### config.mk
export PLATFORM = sky130hd
export DESIGN_NAME = aarh_handler
export DESIGN_NICKNAME = d
export VERILOG_FILES = /design/src/include/aarh_pkg.sv /design/src/aarh_encoder.sv /design/src/aarh_handler.sv
export VERILOG_INCLUDE_DIRS = /design/src /design/src/include
export SDC_FILE = /design/constraint.sdc
export NUM_CORES = 1
export LEC_CHECK = 0
export BUFFER_PORTS_ARGS = -buffer_cell sky130_fd_sc_hd__buf_4
export CAP_MARGIN = 10
export CORE_UTILIZATION = 45
export CTS_CLUSTER_SIZE = 16
export DETAILED_ROUTE_END_ITERATION = 8
export GPL_ROUTABILITY_DRIVEN = 0
export SLEW_MARGIN = 20
export SYNTH_ARGS = -nofsm -noshare
export SYNTH_HDL_FRONTEND = slang
export SYNTH_SLANG_ARGS = --single-unit
### constraint.sdc
create_clock -name mclk -period 4.4 [get_ports mclk]
set_clock_uncertainty 0.1 [all_clocks]
set_input_delay 0.66 -clock mclk [delete_from_list [all_inputs] [get_ports mclk]]
set_output_delay 0.66 -clock mclk [all_outputs]
set_load 0.05 [all_outputs]
### src/include/aarh_map.svh
`ifndef AARH_MAP_SVH
`define AARH_MAP_SVH
// Alert code types and subtypes
`define AARH_TYPE_PROTO 8'h04
`define AARH_SUB_TOO_MANY 8'h03
`define AARH_SUB_TOO_MUCH 8'h04
`define AARH_TYPE_WARN 8'h06
`define AARH_SUB_PREDICT 8'h02
`define AARH_SUB_HW_FAULT 8'h03
`define AARH_SUB_SLOW 8'h05
`define AARH_SUB_PROTO_CHG 8'h06
`define AARH_TYPE_LER_LO 8'h10
`define AARH_TYPE_LER_HI 8'h19
`define AARH_TYPE_LER_LOCAL 8'h13
`define AARH_TYPE_LER_REMOTE 8'h14
`define AARH_TYPE_MASTER_LO 8'hbc
`define AARH_TYPE_MASTER_HI 8'hbf
`define AARH_TYPE_FAIR 8'hc0
`define AARH_SUB_FAIR_EST 8'h00
`define AARH_SUB_FAIR_DEL 8'h01
`define AARH_INFO_NONE 8'h00
// Reply message layout
`define AARH_REPLY_CODE 8'h07
`define AARH_REPLY_LEN 3'd7
`define AARH_RC_OK 8'h00
`define AARH_RC_INVALID 8'hff
// Resend interval: 500 ms at 25 MHz
`define AARH_RESEND_MS 500
`define AARH_CLK_KHZ 25000
`define AARH_RESEND_CYC (`AARH_RESEND_MS * `AARH_CLK_KHZ)
// Queue depth per port
`define AARH_QDEPTH 4
`endif

### src/include/aarh_pkg.sv
package aarh_pkg;
    typedef enum logic [1:0] {
        AARH_MODE_KEEP,
        AARH_MODE_WRAP,
        AARH_MODE_PRIV
    } aarh_mode_type;

    typedef enum logic [3:0] {
        AARH_EV_TOO_MANY,
        AARH_EV_TOO_MUCH,
        AARH_EV_PREDICT,
        AARH_EV_HW_FAULT,
        AARH_EV_SLOW,
        AARH_EV_PROTO_CHG,
        AARH_EV_LINK_ERR,
        AARH_EV_FAIR_EST,
        AARH_EV_FAIR_DEL
    } aarh_event_type;

    typedef struct packed {
        logic [7:0] atype;
        logic [7:0] subtype;
        logic [7:0] info;
    } aarh_code_type;

    typedef struct packed {
        aarh_event_type ev;
        logic [7:0] ler_type;
        logic [7:0] arg_a;
        logic [7:0] arg_b;
    } aarh_req_type;

    typedef struct packed {
        aarh_code_type code;
        logic [15:0] tag;
    } aarh_alert_type;
endpackage

### src/aarh_encoder.sv
`timescale 1ns/1ps
`default_nettype none
`include "aarh_map.svh"
module aarh_encoder (
    // Event in
    input wire aarh_pkg::aarh_req_type req,
    // Encoded alert
    output aarh_pkg::aarh_code_type code,
    output aarh_pkg::aarh_mode_type mode,
    output logic legal
);
    // Inclusive byte range test, shared by both code windows
    function automatic logic in_span(logic [7:0] v, logic [7:0] lo, logic [7:0] hi);
        return (v >= lo) && (v <= hi);
    endfunction

    // Map each event to its three-byte code and port mode effect
    always_comb begin
        code = '{atype: `AARH_TYPE_PROTO, subtype: `AARH_SUB_TOO_MANY, info: `AARH_INFO_NONE};
        mode = aarh_pkg::AARH_MODE_KEEP;
        legal = 1'b1;
        unique case (req.ev)
            aarh_pkg::AARH_EV_TOO_MANY: begin
                code.subtype = `AARH_SUB_TOO_MANY;
            end
            aarh_pkg::AARH_EV_TOO_MUCH: begin
                code.subtype = `AARH_SUB_TOO_MUCH;
            end
            aarh_pkg::AARH_EV_PREDICT: begin
                code = '{`AARH_TYPE_WARN, `AARH_SUB_PREDICT, req.arg_a};
            end
            aarh_pkg::AARH_EV_HW_FAULT: begin
                code = '{`AARH_TYPE_WARN, `AARH_SUB_HW_FAULT, `AARH_INFO_NONE};
                mode = aarh_pkg::AARH_MODE_WRAP;
            end
            aarh_pkg::AARH_EV_SLOW: begin
                code = '{`AARH_TYPE_WARN, `AARH_SUB_SLOW, req.arg_a};
            end
            aarh_pkg::AARH_EV_PROTO_CHG: begin
                code = '{`AARH_TYPE_WARN, `AARH_SUB_PROTO_CHG, req.arg_a};
            end
            aarh_pkg::AARH_EV_LINK_ERR: begin
                // Local status only from 13h, remote status from 14h
                code.atype = req.ler_type;
                code.subtype = (req.ler_type >= `AARH_TYPE_LER_LOCAL) ? req.arg_a : 8'h00;
                code.info = (req.ler_type >= `AARH_TYPE_LER_REMOTE) ? req.arg_b : 8'h00;
                mode = aarh_pkg::AARH_MODE_PRIV;
                legal = in_span(req.ler_type, `AARH_TYPE_LER_LO, `AARH_TYPE_LER_HI);
            end
            aarh_pkg::AARH_EV_FAIR_EST: begin
                code = '{`AARH_TYPE_FAIR, `AARH_SUB_FAIR_EST, `AARH_INFO_NONE};
            end
            aarh_pkg::AARH_EV_FAIR_DEL: begin
                code = '{`AARH_TYPE_FAIR, `AARH_SUB_FAIR_DEL, `AARH_INFO_NONE};
            end
            default: begin
                legal = 1'b0;
            end
        endcase
        // Master-only codes never leave this node
        if (in_span(code.atype, `AARH_TYPE_MASTER_LO, `AARH_TYPE_MASTER_HI)) begin
            legal = 1'b0;
        end
    end
endmodule
`default_nettype wire

### src/aarh_handler.sv
// What this block does
// - Too many outstanding messages encodes as 04h/03h/00h, mode kept.
// - Too much data received encodes as 04h/04h/00h, mode kept.
// - Failure prediction threshold encodes 06h/02h with vendor info byte.
// - Hardware fault encodes 06h/03h/00h and puts the port in Wrap.
// - Slow port encodes 06h/05h with current speed in info byte.
// - Protocol list change encodes 06h/06h with protocol code in info.
// - Link error recovery exits use 10h-19h and set Privileged mode.
// - Codes BCh-BFh are never sent in a node alert.
// - Fairness region changes encode C0h with subtype 00h or 01h.
// - Reply bytes: reply code 07h, return code, tag high, tag low, type, subtype, info.
// - Tag stays allocated and is reused until reconfigured.
// - Replies with mismatching alert code are discarded.
// - Matching tag and code retires the top entry and sends the next.
// - Mismatching replies change neither queue nor port state.
// - Unanswered alert is resent every 500 ms until reply or reset.
// - One alert outstanding per port, the rest wait in a queue.
// - A reply with nothing pending is dropped without effect.
`timescale 1ns/1ps
`default_nettype none
`include "aarh_map.svh"
module aarh_handler #(
    parameter int unsigned RESEND_CYC = `AARH_RESEND_CYC
) (
    // Clock and reset
    input wire logic mclk,
    input wire logic rstn,
    // Node events for this port
    input wire logic ev_valid,
    input wire aarh_pkg::aarh_req_type ev_req,
    output logic ev_ready,
    output logic ev_rejected,
    // Tag and resets from configuration logic
    input wire logic tag_load,
    input wire logic [15:0] tag_value,
    input wire logic total_reset,
    // Reply bytes from the web
    input wire logic rx_valid,
    input wire logic [7:0] rx_byte,
    input wire logic rx_last,
    // Alert to send
    output logic tx_valid,
    output aarh_pkg::aarh_alert_type tx_alert,
    input wire logic tx_ready,
    // Port state
    output aarh_pkg::aarh_mode_type mode_req,
    output logic mode_req_valid,
    output logic pending,
    output logic reply_ok,
    output logic reply_invalid
);
    // Depth is a power of two so the ring pointers wrap by themselves
    localparam int QD = `AARH_QDEPTH;

    // Encoder result, queue ring, reply buffer and resend timer
    aarh_pkg::aarh_code_type enc_code;
    aarh_pkg::aarh_mode_type enc_mode;
    logic enc_legal;
    aarh_pkg::aarh_code_type queue_q [QD];
    logic [2:0] count_q;
    logic [1:0] head_q;
    logic [1:0] tail_q;
    logic [15:0] tag_q;
    logic outstanding_q;
    logic send_q;
    logic [31:0] timer_q;
    logic [2:0] rx_idx_q;
    logic [7:0] rx_buf_q [7];
    logic rx_done;
    logic reply_match;
    logic push;
    logic pop;
    logic reset_all;

    // Legality is judged on the offered event, before it is queued
    aarh_encoder u_enc (
        .req(ev_req),
        .code(enc_code),
        .mode(enc_mode),
        .legal(enc_legal)
    );

    // Codes compare as whole three-byte fields
    function automatic logic code_eq(aarh_pkg::aarh_code_type a, aarh_pkg::aarh_code_type b);
        return (a.atype == b.atype) && (a.subtype == b.subtype) && (a.info == b.info);
    endfunction

    // Event handshake and status
    assign reset_all = total_reset;
    assign ev_ready = (count_q != 3'(QD)) && !reset_all;
    assign push = ev_valid && ev_ready && enc_legal;
    assign ev_rejected = ev_valid && !enc_legal;
    assign pending = outstanding_q;

    // Reply complete when the seventh byte lands with the frame end
    assign rx_done = rx_valid && rx_last && (rx_idx_q == 3'd6);
    assign reply_match = rx_done && outstanding_q
        && (rx_buf_q[0] == `AARH_REPLY_CODE)
        && ({rx_buf_q[2], rx_buf_q[3]} == tag_q)
        && code_eq({rx_buf_q[4], rx_buf_q[5], rx_byte}, queue_q[head_q]);
    // Return code is not part of the match; it only picks the pulse
    assign pop = reply_match;

    // Gather reply bytes by position
    always_ff @(posedge mclk or negedge rstn) begin
        if (!rstn) begin
            rx_idx_q <= 3'd0;
            for (int i = 0; i < 7; i++) begin
                rx_buf_q[i] <= 8'h00;
            end
        end else if (reset_all) begin
            // A reply cut by a web reset must not finish on later bytes
            rx_idx_q <= 3'd0;
        end else if (rx_valid) begin
            rx_buf_q[rx_idx_q] <= rx_byte;
            rx_idx_q <= rx_last ? 3'd0 : ((rx_idx_q == 3'd6) ? 3'd6 : rx_idx_q + 3'd1);
        end
    end

    // Queue storage; only the head is ever outstanding
    always_ff @(posedge mclk or negedge rstn) begin
        if (!rstn) begin
            head_q <= 2'd0;
            tail_q <= 2'd0;
            count_q <= 3'd0;
            for (int i = 0; i < QD; i++) begin
                queue_q[i] <= '0;
            end
        end else if (reset_all) begin
            head_q <= 2'd0;
            tail_q <= 2'd0;
            count_q <= 3'd0;
        end else begin
            if (push) begin
                queue_q[tail_q] <= enc_code;
                tail_q <= tail_q + 2'd1;
            end
            if (pop) begin
                head_q <= head_q + 2'd1;
            end
            // Push and pop may share a cycle; the count nets them out
            count_q <= count_q + (push ? 3'd1 : 3'd0) - (pop ? 3'd1 : 3'd0);
        end
    end

    // Tag held across replies until configuration replaces it
    always_ff @(posedge mclk or negedge rstn) begin
        if (!rstn) begin
            tag_q <= 16'h0000;
        end else if (tag_load) begin
            // A load mid-alert makes the next resend carry the new tag
            tag_q <= tag_value;
        end
    end

    // Send, wait, resend; next entry starts when the head retires
    // Reset first, then retire, start, hand-off and timer
    always_ff @(posedge mclk or negedge rstn) begin
        if (!rstn) begin
            outstanding_q <= 1'b0;
            send_q <= 1'b0;
            timer_q <= 32'd0;
        end else if (reset_all) begin
            outstanding_q <= 1'b0;
            send_q <= 1'b0;
            timer_q <= 32'd0;
        end else if (pop) begin
            outstanding_q <= 1'b0;
            send_q <= 1'b0;
        end else if (!outstanding_q && count_q != 3'd0) begin
            outstanding_q <= 1'b1;
            send_q <= 1'b1;
        end else if (send_q) begin
            if (tx_ready) begin
                send_q <= 1'b0;
                // Timer starts at hand-off, so a slow link cannot shorten the wait
                timer_q <= 32'd0;
            end
        end else if (outstanding_q) begin
            // Repeats forever; only a reply or reset ends it
            if (timer_q >= RESEND_CYC - 1) begin
                send_q <= 1'b1;
                timer_q <= 32'd0;
            end else begin
                timer_q <= timer_q + 32'd1;
            end
        end
    end

    // Offered alert always shows the head entry and the port tag
    assign tx_valid = send_q;
    assign tx_alert = '{code: queue_q[head_q], tag: tag_q};

    // Port mode effect reported when an event is queued
    always_ff @(posedge mclk or negedge rstn) begin
        if (!rstn) begin
            mode_req <= aarh_pkg::AARH_MODE_KEEP;
            mode_req_valid <= 1'b0;
        end else begin
            // Only modes that differ from keep raise the valid pulse
            mode_req_valid <= push && (enc_mode != aarh_pkg::AARH_MODE_KEEP);
            mode_req <= push ? enc_mode : aarh_pkg::AARH_MODE_KEEP;
        end
    end

    // Return code of an accepted reply
    always_ff @(posedge mclk or negedge rstn) begin
        if (!rstn) begin
            reply_ok <= 1'b0;
            reply_invalid <= 1'b0;
        end else begin
            // Other return codes retire the alert but raise neither pulse
            reply_ok <= pop && (rx_buf_q[1] == `AARH_RC_OK);
            reply_invalid <= pop && (rx_buf_q[1] == `AARH_RC_INVALID);
        end
    end
endmodule
`default_nettype wire

## Yosys cells after proc, flatten, opt, wreduce, memory -nomap -nowiden

Cells that the tools add are included.

- Logic and storage cells: 157
- Input port bits: 60
- Flip-flop bits (word level): 217
- Output and inout bits: 49

- Eq/ne operators: 19
- Add/sub/neg operators: 6
- Bitwise operators: 4
- Muxes and demuxes: 46
- Reductions and logical operators: 39
- Order comparisons: 12

Operators with widths:

| kind | number |
|---|---|
| 32-bit 2-to-1 mux | 7 |
| 96-bit bitwise mux | 1 |
| 24-bit 2-to-1 mux | 3 |
| 56-bit bitwise mux | 1 |
| 8-bit case mux with 7 select lines | 1 |
| 24-bit binary-select mux with 2-bit select | 1 |
| 24-bit demux with 2-bit select | 1 |
| 32-bit by 1-bit adder with 32-bit output (second input constant) | 1 |
| 32-bit by 24-bit greater-or-equal comparator with 1-bit output (second input constant) | 1 |
| 8-bit demux with 3-bit select | 1 |
| 8-bit == test | 3 |
| 8-bit by 5-bit greater-or-equal comparator with 1-bit output (second input constant) | 3 |
| 8-bit 2-to-1 mux | 3 |
| 8-bit case mux with 3 select lines | 1 |
| 1-bit logical AND | 20 |
| 16-bit == test | 1 |
| 4-bit by 3-bit == test with 1-bit output (second input constant) | 4 |
| 8-bit case mux with 2 select lines | 1 |
| 3-bit 2-to-1 mux | 5 |
| 1-bit 2-to-1 mux | 13 |
| 2-bit 2-to-1 mux | 5 |
| 3-bit nonzero test | 3 |
| 4-bit by 2-bit == test with 1-bit output (second input constant) | 2 |
| 8-bit by 3-bit == test with 1-bit output (second input constant) | 1 |
| 32 further kinds | 43 |

## Depth between registers and ports, before layout

- Word-level depth: 11
- Gate-level depth with buffers: 15
- Depth with buffers taken out: 14

## By module

A second synthesis with hierarchy kept.

- Cell total of the unflattened synthesis: 835
- Area, all modules: 10580.1 um2

By module, submodules not included:

| module | seq. area each (um2) | area an instance (um2) | times used | cells each |
|---|---|---|---|---|
| aarh_handler | 5230.0 | 10156.0 | 1 | 776 |
| aarh_encoder | 0.0 | 424.2 | 1 | 59 |

## Least setup slack after synthesis

No wires, ideal clock.

- Kind: reg2reg
- Start: reg head_q[0]
- End: reg count_q[2]
- Data required time: 4.168 ns
- Path buffers: 2
- Cell stages (with the launch flop): 16
- Clock period less this slack: 4.054 ns
- Library setup time: 0.132 ns
- Arrival: 3.822 ns
- Path slack: 0.346 ns
- Cell sequence: dfrtp_1 buf_2 buf_2 mux4_2 xnor2_1 nand2_1 nor4b_1 nand2b_1 nor4_1 ha_1 inv_1 ha_1 inv_1 fa_1 xnor2_1 nor2_1

RTL lines:

| what | line | RTL |
|---|---|---|
| start, declared | aarh_handler.sv:61 | `logic [1:0] head_q;` |
| start signal, assigned | aarh_handler.sv:139 | `head_q <= head_q + 2'd1;` |
| end signal, assigned | aarh_handler.sv:142 | `count_q <= count_q + (push ? 3'd1 : 3'd0) - (pop ? 3'd1 : 3'd0);` |
| end, declared | aarh_handler.sv:60 | `logic [2:0] count_q;` |

## Worst setup path after layout

- Start: reg head_q[0]
- End: reg count_q[2]

- Cells in the longest elaborated chain, start to end: 11
- Elaborated cells between the ends (all ways): 13
- Those cells by class: 1 x add/sub; 3 x eq/ne; 5 x mux; 1 x bitwise; 3 x reduce/logical

Ends and longest elaborated chain:

| what | line | RTL |
|---|---|---|
| 2-bit inverter with 3-bit output (not written as such) * | aarh_handler.sv:100 | `&& code_eq({rx_buf_q[4], rx_buf_q[5], rx_byte}, queue_q[head_q]);` |
| 24-bit binary-select mux with 2-bit select * | aarh_handler.sv:100 |  |
| 24-bit 2-to-1 mux (not written as such) * (2 in series) | aarh_handler.sv:100 |  |
| 8-bit == test | aarh_handler.sv:85 | `return (a.atype == b.atype) && (a.subtype == b.subtype) && (a.info == b.info);` |
| 1-bit logical AND | aarh_handler.sv:85 |  |
| 1-bit logical AND * | aarh_handler.sv:85 |  |
| 1-bit logical AND * | aarh_handler.sv:97 | `assign reply_match = rx_done && outstanding_q` |
| 1-bit 2-to-1 mux * | aarh_handler.sv:142 |  |
| 3-bit by 1-bit subtractor with 3-bit output * | aarh_handler.sv:142 |  |
| 3-bit 2-to-1 mux * | aarh_handler.sv:129 | `end else if (reset_all) begin` |

Mark *: on every way between the ends. The rest lies on a longest branch, timed or not. The select of a mux whose other input is x is not followed.
A chain may end at the register's enable or synchronous reset.

==> impl_metrics.json <==
{
  "syn_inst": 970,
  "port-buffer-count": 108,
  "cp_data_arrival_time_ns": 4.26,
  "grt_pass1_wl_mm": 43.08,
  "hp-class": "input pin to async pin",
  "cts_tree": "done",
  "cts_inserted_buffers": 23,
  "ys_seq_area_frac": 0.5089,
  "dp.cells": 1329,
  "antenna_left": 0,
  "die_y_um": 153.1,
  "synth_commonest_cells": "dfrtp_1, nand2_1, o21ai_1",
  "required_ns": 4.70,
  "grt_antenna_before_repair": 1,
  "avgSynthCellArea_sq_um": 10.59,
  "r2r-start": "head_q[0]$_DFFE_PN0N_",
  "power_leakage_nw": 5.493,
  "wl_mm": 26.63,
  "pin_count": 109,
  "coreArea_sq_um": 22090,
  "fin_crit_ns": 3.965,
  "path_clk_slew_ns": 0.06,
  "vdd_drop_max_v": 0.0003336,
  "path_class": "flip-flop to flip-flop",
  "yosys_register_bits": 209,
  "power_density_nw_per_um2": 418.8,
  "cap_violations": 0,
  "die-area_sq_um": 23440,
  "period_share": 0.9011,
  "post_cts_resize_count": 0,
  "syn-num-nets": 1040,
  "post_cts_buffers": 0,
  "drc": 0,
  "viasPerCell": 5.592,
  "rrSetupSlack_ns": 0.44,
  "die_x_um": 153.1,
  "fin_cells": 1371,
  "diodes": 0,
  "status": "finished, final reports clean",
  "grtUsageTotal": 0.2344,
  "r2r-end": "count_q[2]$_DFF_PN0_",
  "clockBufferDepth": 3,
  "fmax_mhz": 252.2,
  "tightest_slew_ns": 0.9736,
  "start_kind": "flip-flop",
  "synthArstFlopShare": 1.000,
  "hold_viol": 0,
  "rsz0062_at_grt": "false",
  "drive_gt1_frac": 0.2026,
  "grt-ovfl-total": 0,
  "netlist_area_sq_um": 10280,
  "drt_iter0_drc": 417,
  "wl_per_cell_um": 19.42,
  "setup_viol": 0,
  "num_vias": 7666,
  "syn2layout_area_growth_pct": 19.13,
  "slew_headroom": 0.3474,
  "synth_edf_count": 0,
  "initial_core_util": 0.4651,
  "holdWs_ns": 0.1316,
  "clock_sinks": 209,
  "reg2reg_depth": 15,
  "clk_latency_ns": 0.52,
  "synth_most_common_cell": "dfrtp_1",
  "netlist.area_leader.share": 0.5089,
  "ys_warn_count": 0,
  "cp_max_fo": 28,
  "finalSetupTns_ns": 0,
  "fin_nets": 1144,
  "rows": 54,
  "htreeDepth": 1,
  "ctsHoldBuffers": 0,
  "synth_area_leaders": "dfrtp_1, mux2_1, nand2_1",
  "dp_hpwl_mm": 18.82,
  "yosys.area.top_type": "dfrtp_1",
  "root_buffer": "clkbuf_16",
  "ys_types": 68,
  "grt_pass1_vias": 7671,
  "slew_violations": 0,
  "synth_ff_type": "dfrtp_1",
  "first_pass_iters": 6,
  "grt_max_degree": 105,
  "critPathCaptureType": "flip-flop"
}
==> cells in the final DEF, fill, tap and decap left out, types with 5 or more instances in the layout <==
cell / netlist / routed
dfrtp_1: 209 / 209
nand2_1: 149 / 149
buf_4: 2 / 123
o21ai_1: 52 / 52
nor2_1: 50 / 50
mux2_1: 50 / 50
o21ai_0: 31 / 31
xnor2_1: 30 / 30
nand3_1: 24 / 24
mux2_2: 23 / 23
nor3_1: 23 / 23
clkbuf_16: 0 / 23
a21oi_1: 22 / 22
nand4_1: 21 / 21
and2_1: 21 / 21
mux4_2: 19 / 19
mux2i_1: 18 / 18
inv_1: 17 / 17
nor4_1: 16 / 16
a22o_1: 16 / 16
o211ai_1: 15 / 15
xor2_1: 10 / 10
ha_1: 9 / 9
nand2b_1: 8 / 8
nor2b_1: 8 / 8
a22oi_1: 8 / 8
and3_1: 7 / 7
clkinv_2: 0 / 6
a31oi_1: 5 / 5
and4_1: 5 / 5
bufinv_16: 0 / 5
==> logic make-up after synthesis <==
logic type | after synthesis | synth area share
AOI/OAI and AO/OA | 179 | 0.1092
muxes | 110 | 0.1392
adders and majority gates | 10 | 0.01291
and+or+nand+nor | 354 | 0.1685
xor gates and xnor gates | 40 | 0.03409
DFF | 209 | 0.5089
buffers and inverters | 68 | 0.02715
==> layout make-up <==
type / instances / area (sq um)
Multi-Input combinational cell: 693 / 4773
Clock inverter: 15 / 211.5
Timing Repair Buffer: 126 / 977.2
Clock buffer: 27 / 620.6
Sequential cell: 209 / 5230
Tap cell: 280 / 350.3
Fill cell: 1949 / 9852
Inverter: 21 / 78.83
==> how the worst max path moves through the flow <==
stage,endpoint,startpoint,slack [ns]
5_1_grt,count_q[2]$_DFF_PN0_,head_q[0]$_DFFE_PN0N_,0.07
2_1_floorplan,count_q[2]$_DFF_PN0_,head_q[0]$_DFFE_PN0N_,0.35
4_1_cts,count_q[2]$_DFF_PN0_,head_q[0]$_DFFE_PN0N_,0.41
6_report,count_q[2]$_DFF_PN0_,head_q[0]$_DFFE_PN0N_,0.44
3_3_place_gp,count_q[2]$_DFF_PN0_,head_q[0]$_DFFE_PN0N_,0.45
3_5_place_dp,count_q[2]$_DFF_PN0_,head_q[0]$_DFFE_PN0N_,0.43
==> per-stage QoR <==
stage / total power, mW / util / worst slack (ns) / instance area, sq um
4_1_cts: 5.172 / 0.5541 / 0.4116 / 12240
6_report: 5.126 / 0.5541 / 0.4353 / 12240
5_1_grt: 5.340 / 0.5541 / 0.06608 / 12240
3_3_place_gp: 3.040 / 0.5164 / 0.4507 / 11410
3_5_place_dp: 3.052 / 0.5164 / 0.4326 / 11410
2_1_floorplan: 2.728 / - / 0.3461 / 10280
==> critical path, cell delays in order, from the launching register on <==
cell and delay, ns:
dfrtp_1 0.38, buf_12 0.23, mux4_2 0.55, xnor2_1 0.23, nand4_1 0.13, nor4b_1 0.57, nand2b_1 0.11, nor4_1 0.28
buf_4 0.20, ha_1 0.23, inv_1 0.05, ha_1 0.13, inv_1 0.05, fa_1 0.37, xnor2_1 0.17, nor2_1 0.05
==> power breakdown <==
part	total (mW)	internal, mW	switching [mW]	leakage [nW]
combinational	0.834	0.305	0.529	2.28
clock	2.12	1.30	0.812	0.405
sequential	2.18	2.08	0.100	2.81
total	5.13	3.69	1.44	5.49
==> metal layers <==
metal,up-vias,routed length [um],GRT usage
met5,-,13,0
met4,2,624,0.05916
met3,33,1196,0.03913
met2,177,12080,0.3664
met1,3757,12720,0.3393
li1,3697,-,-
==> registers in the layout, summed over array words and instances, names as in the netlist <==
| name | cells |
|---|---|
| queue_q | 96 |
| rx_buf_q | 48 |
| timer_q | 32 |
| tag_q | 16 |
| count_q | 3 |
| rx_idx_q | 3 |
| head_q | 2 |
| mode_req | 2 |
| tail_q | 2 |
| mode_req_valid | 1 |
| pending | 1 |
| reply_invalid | 1 |
| reply_ok | 1 |
| tx_valid | 1 |
Power figures use the tool's default switching activity.
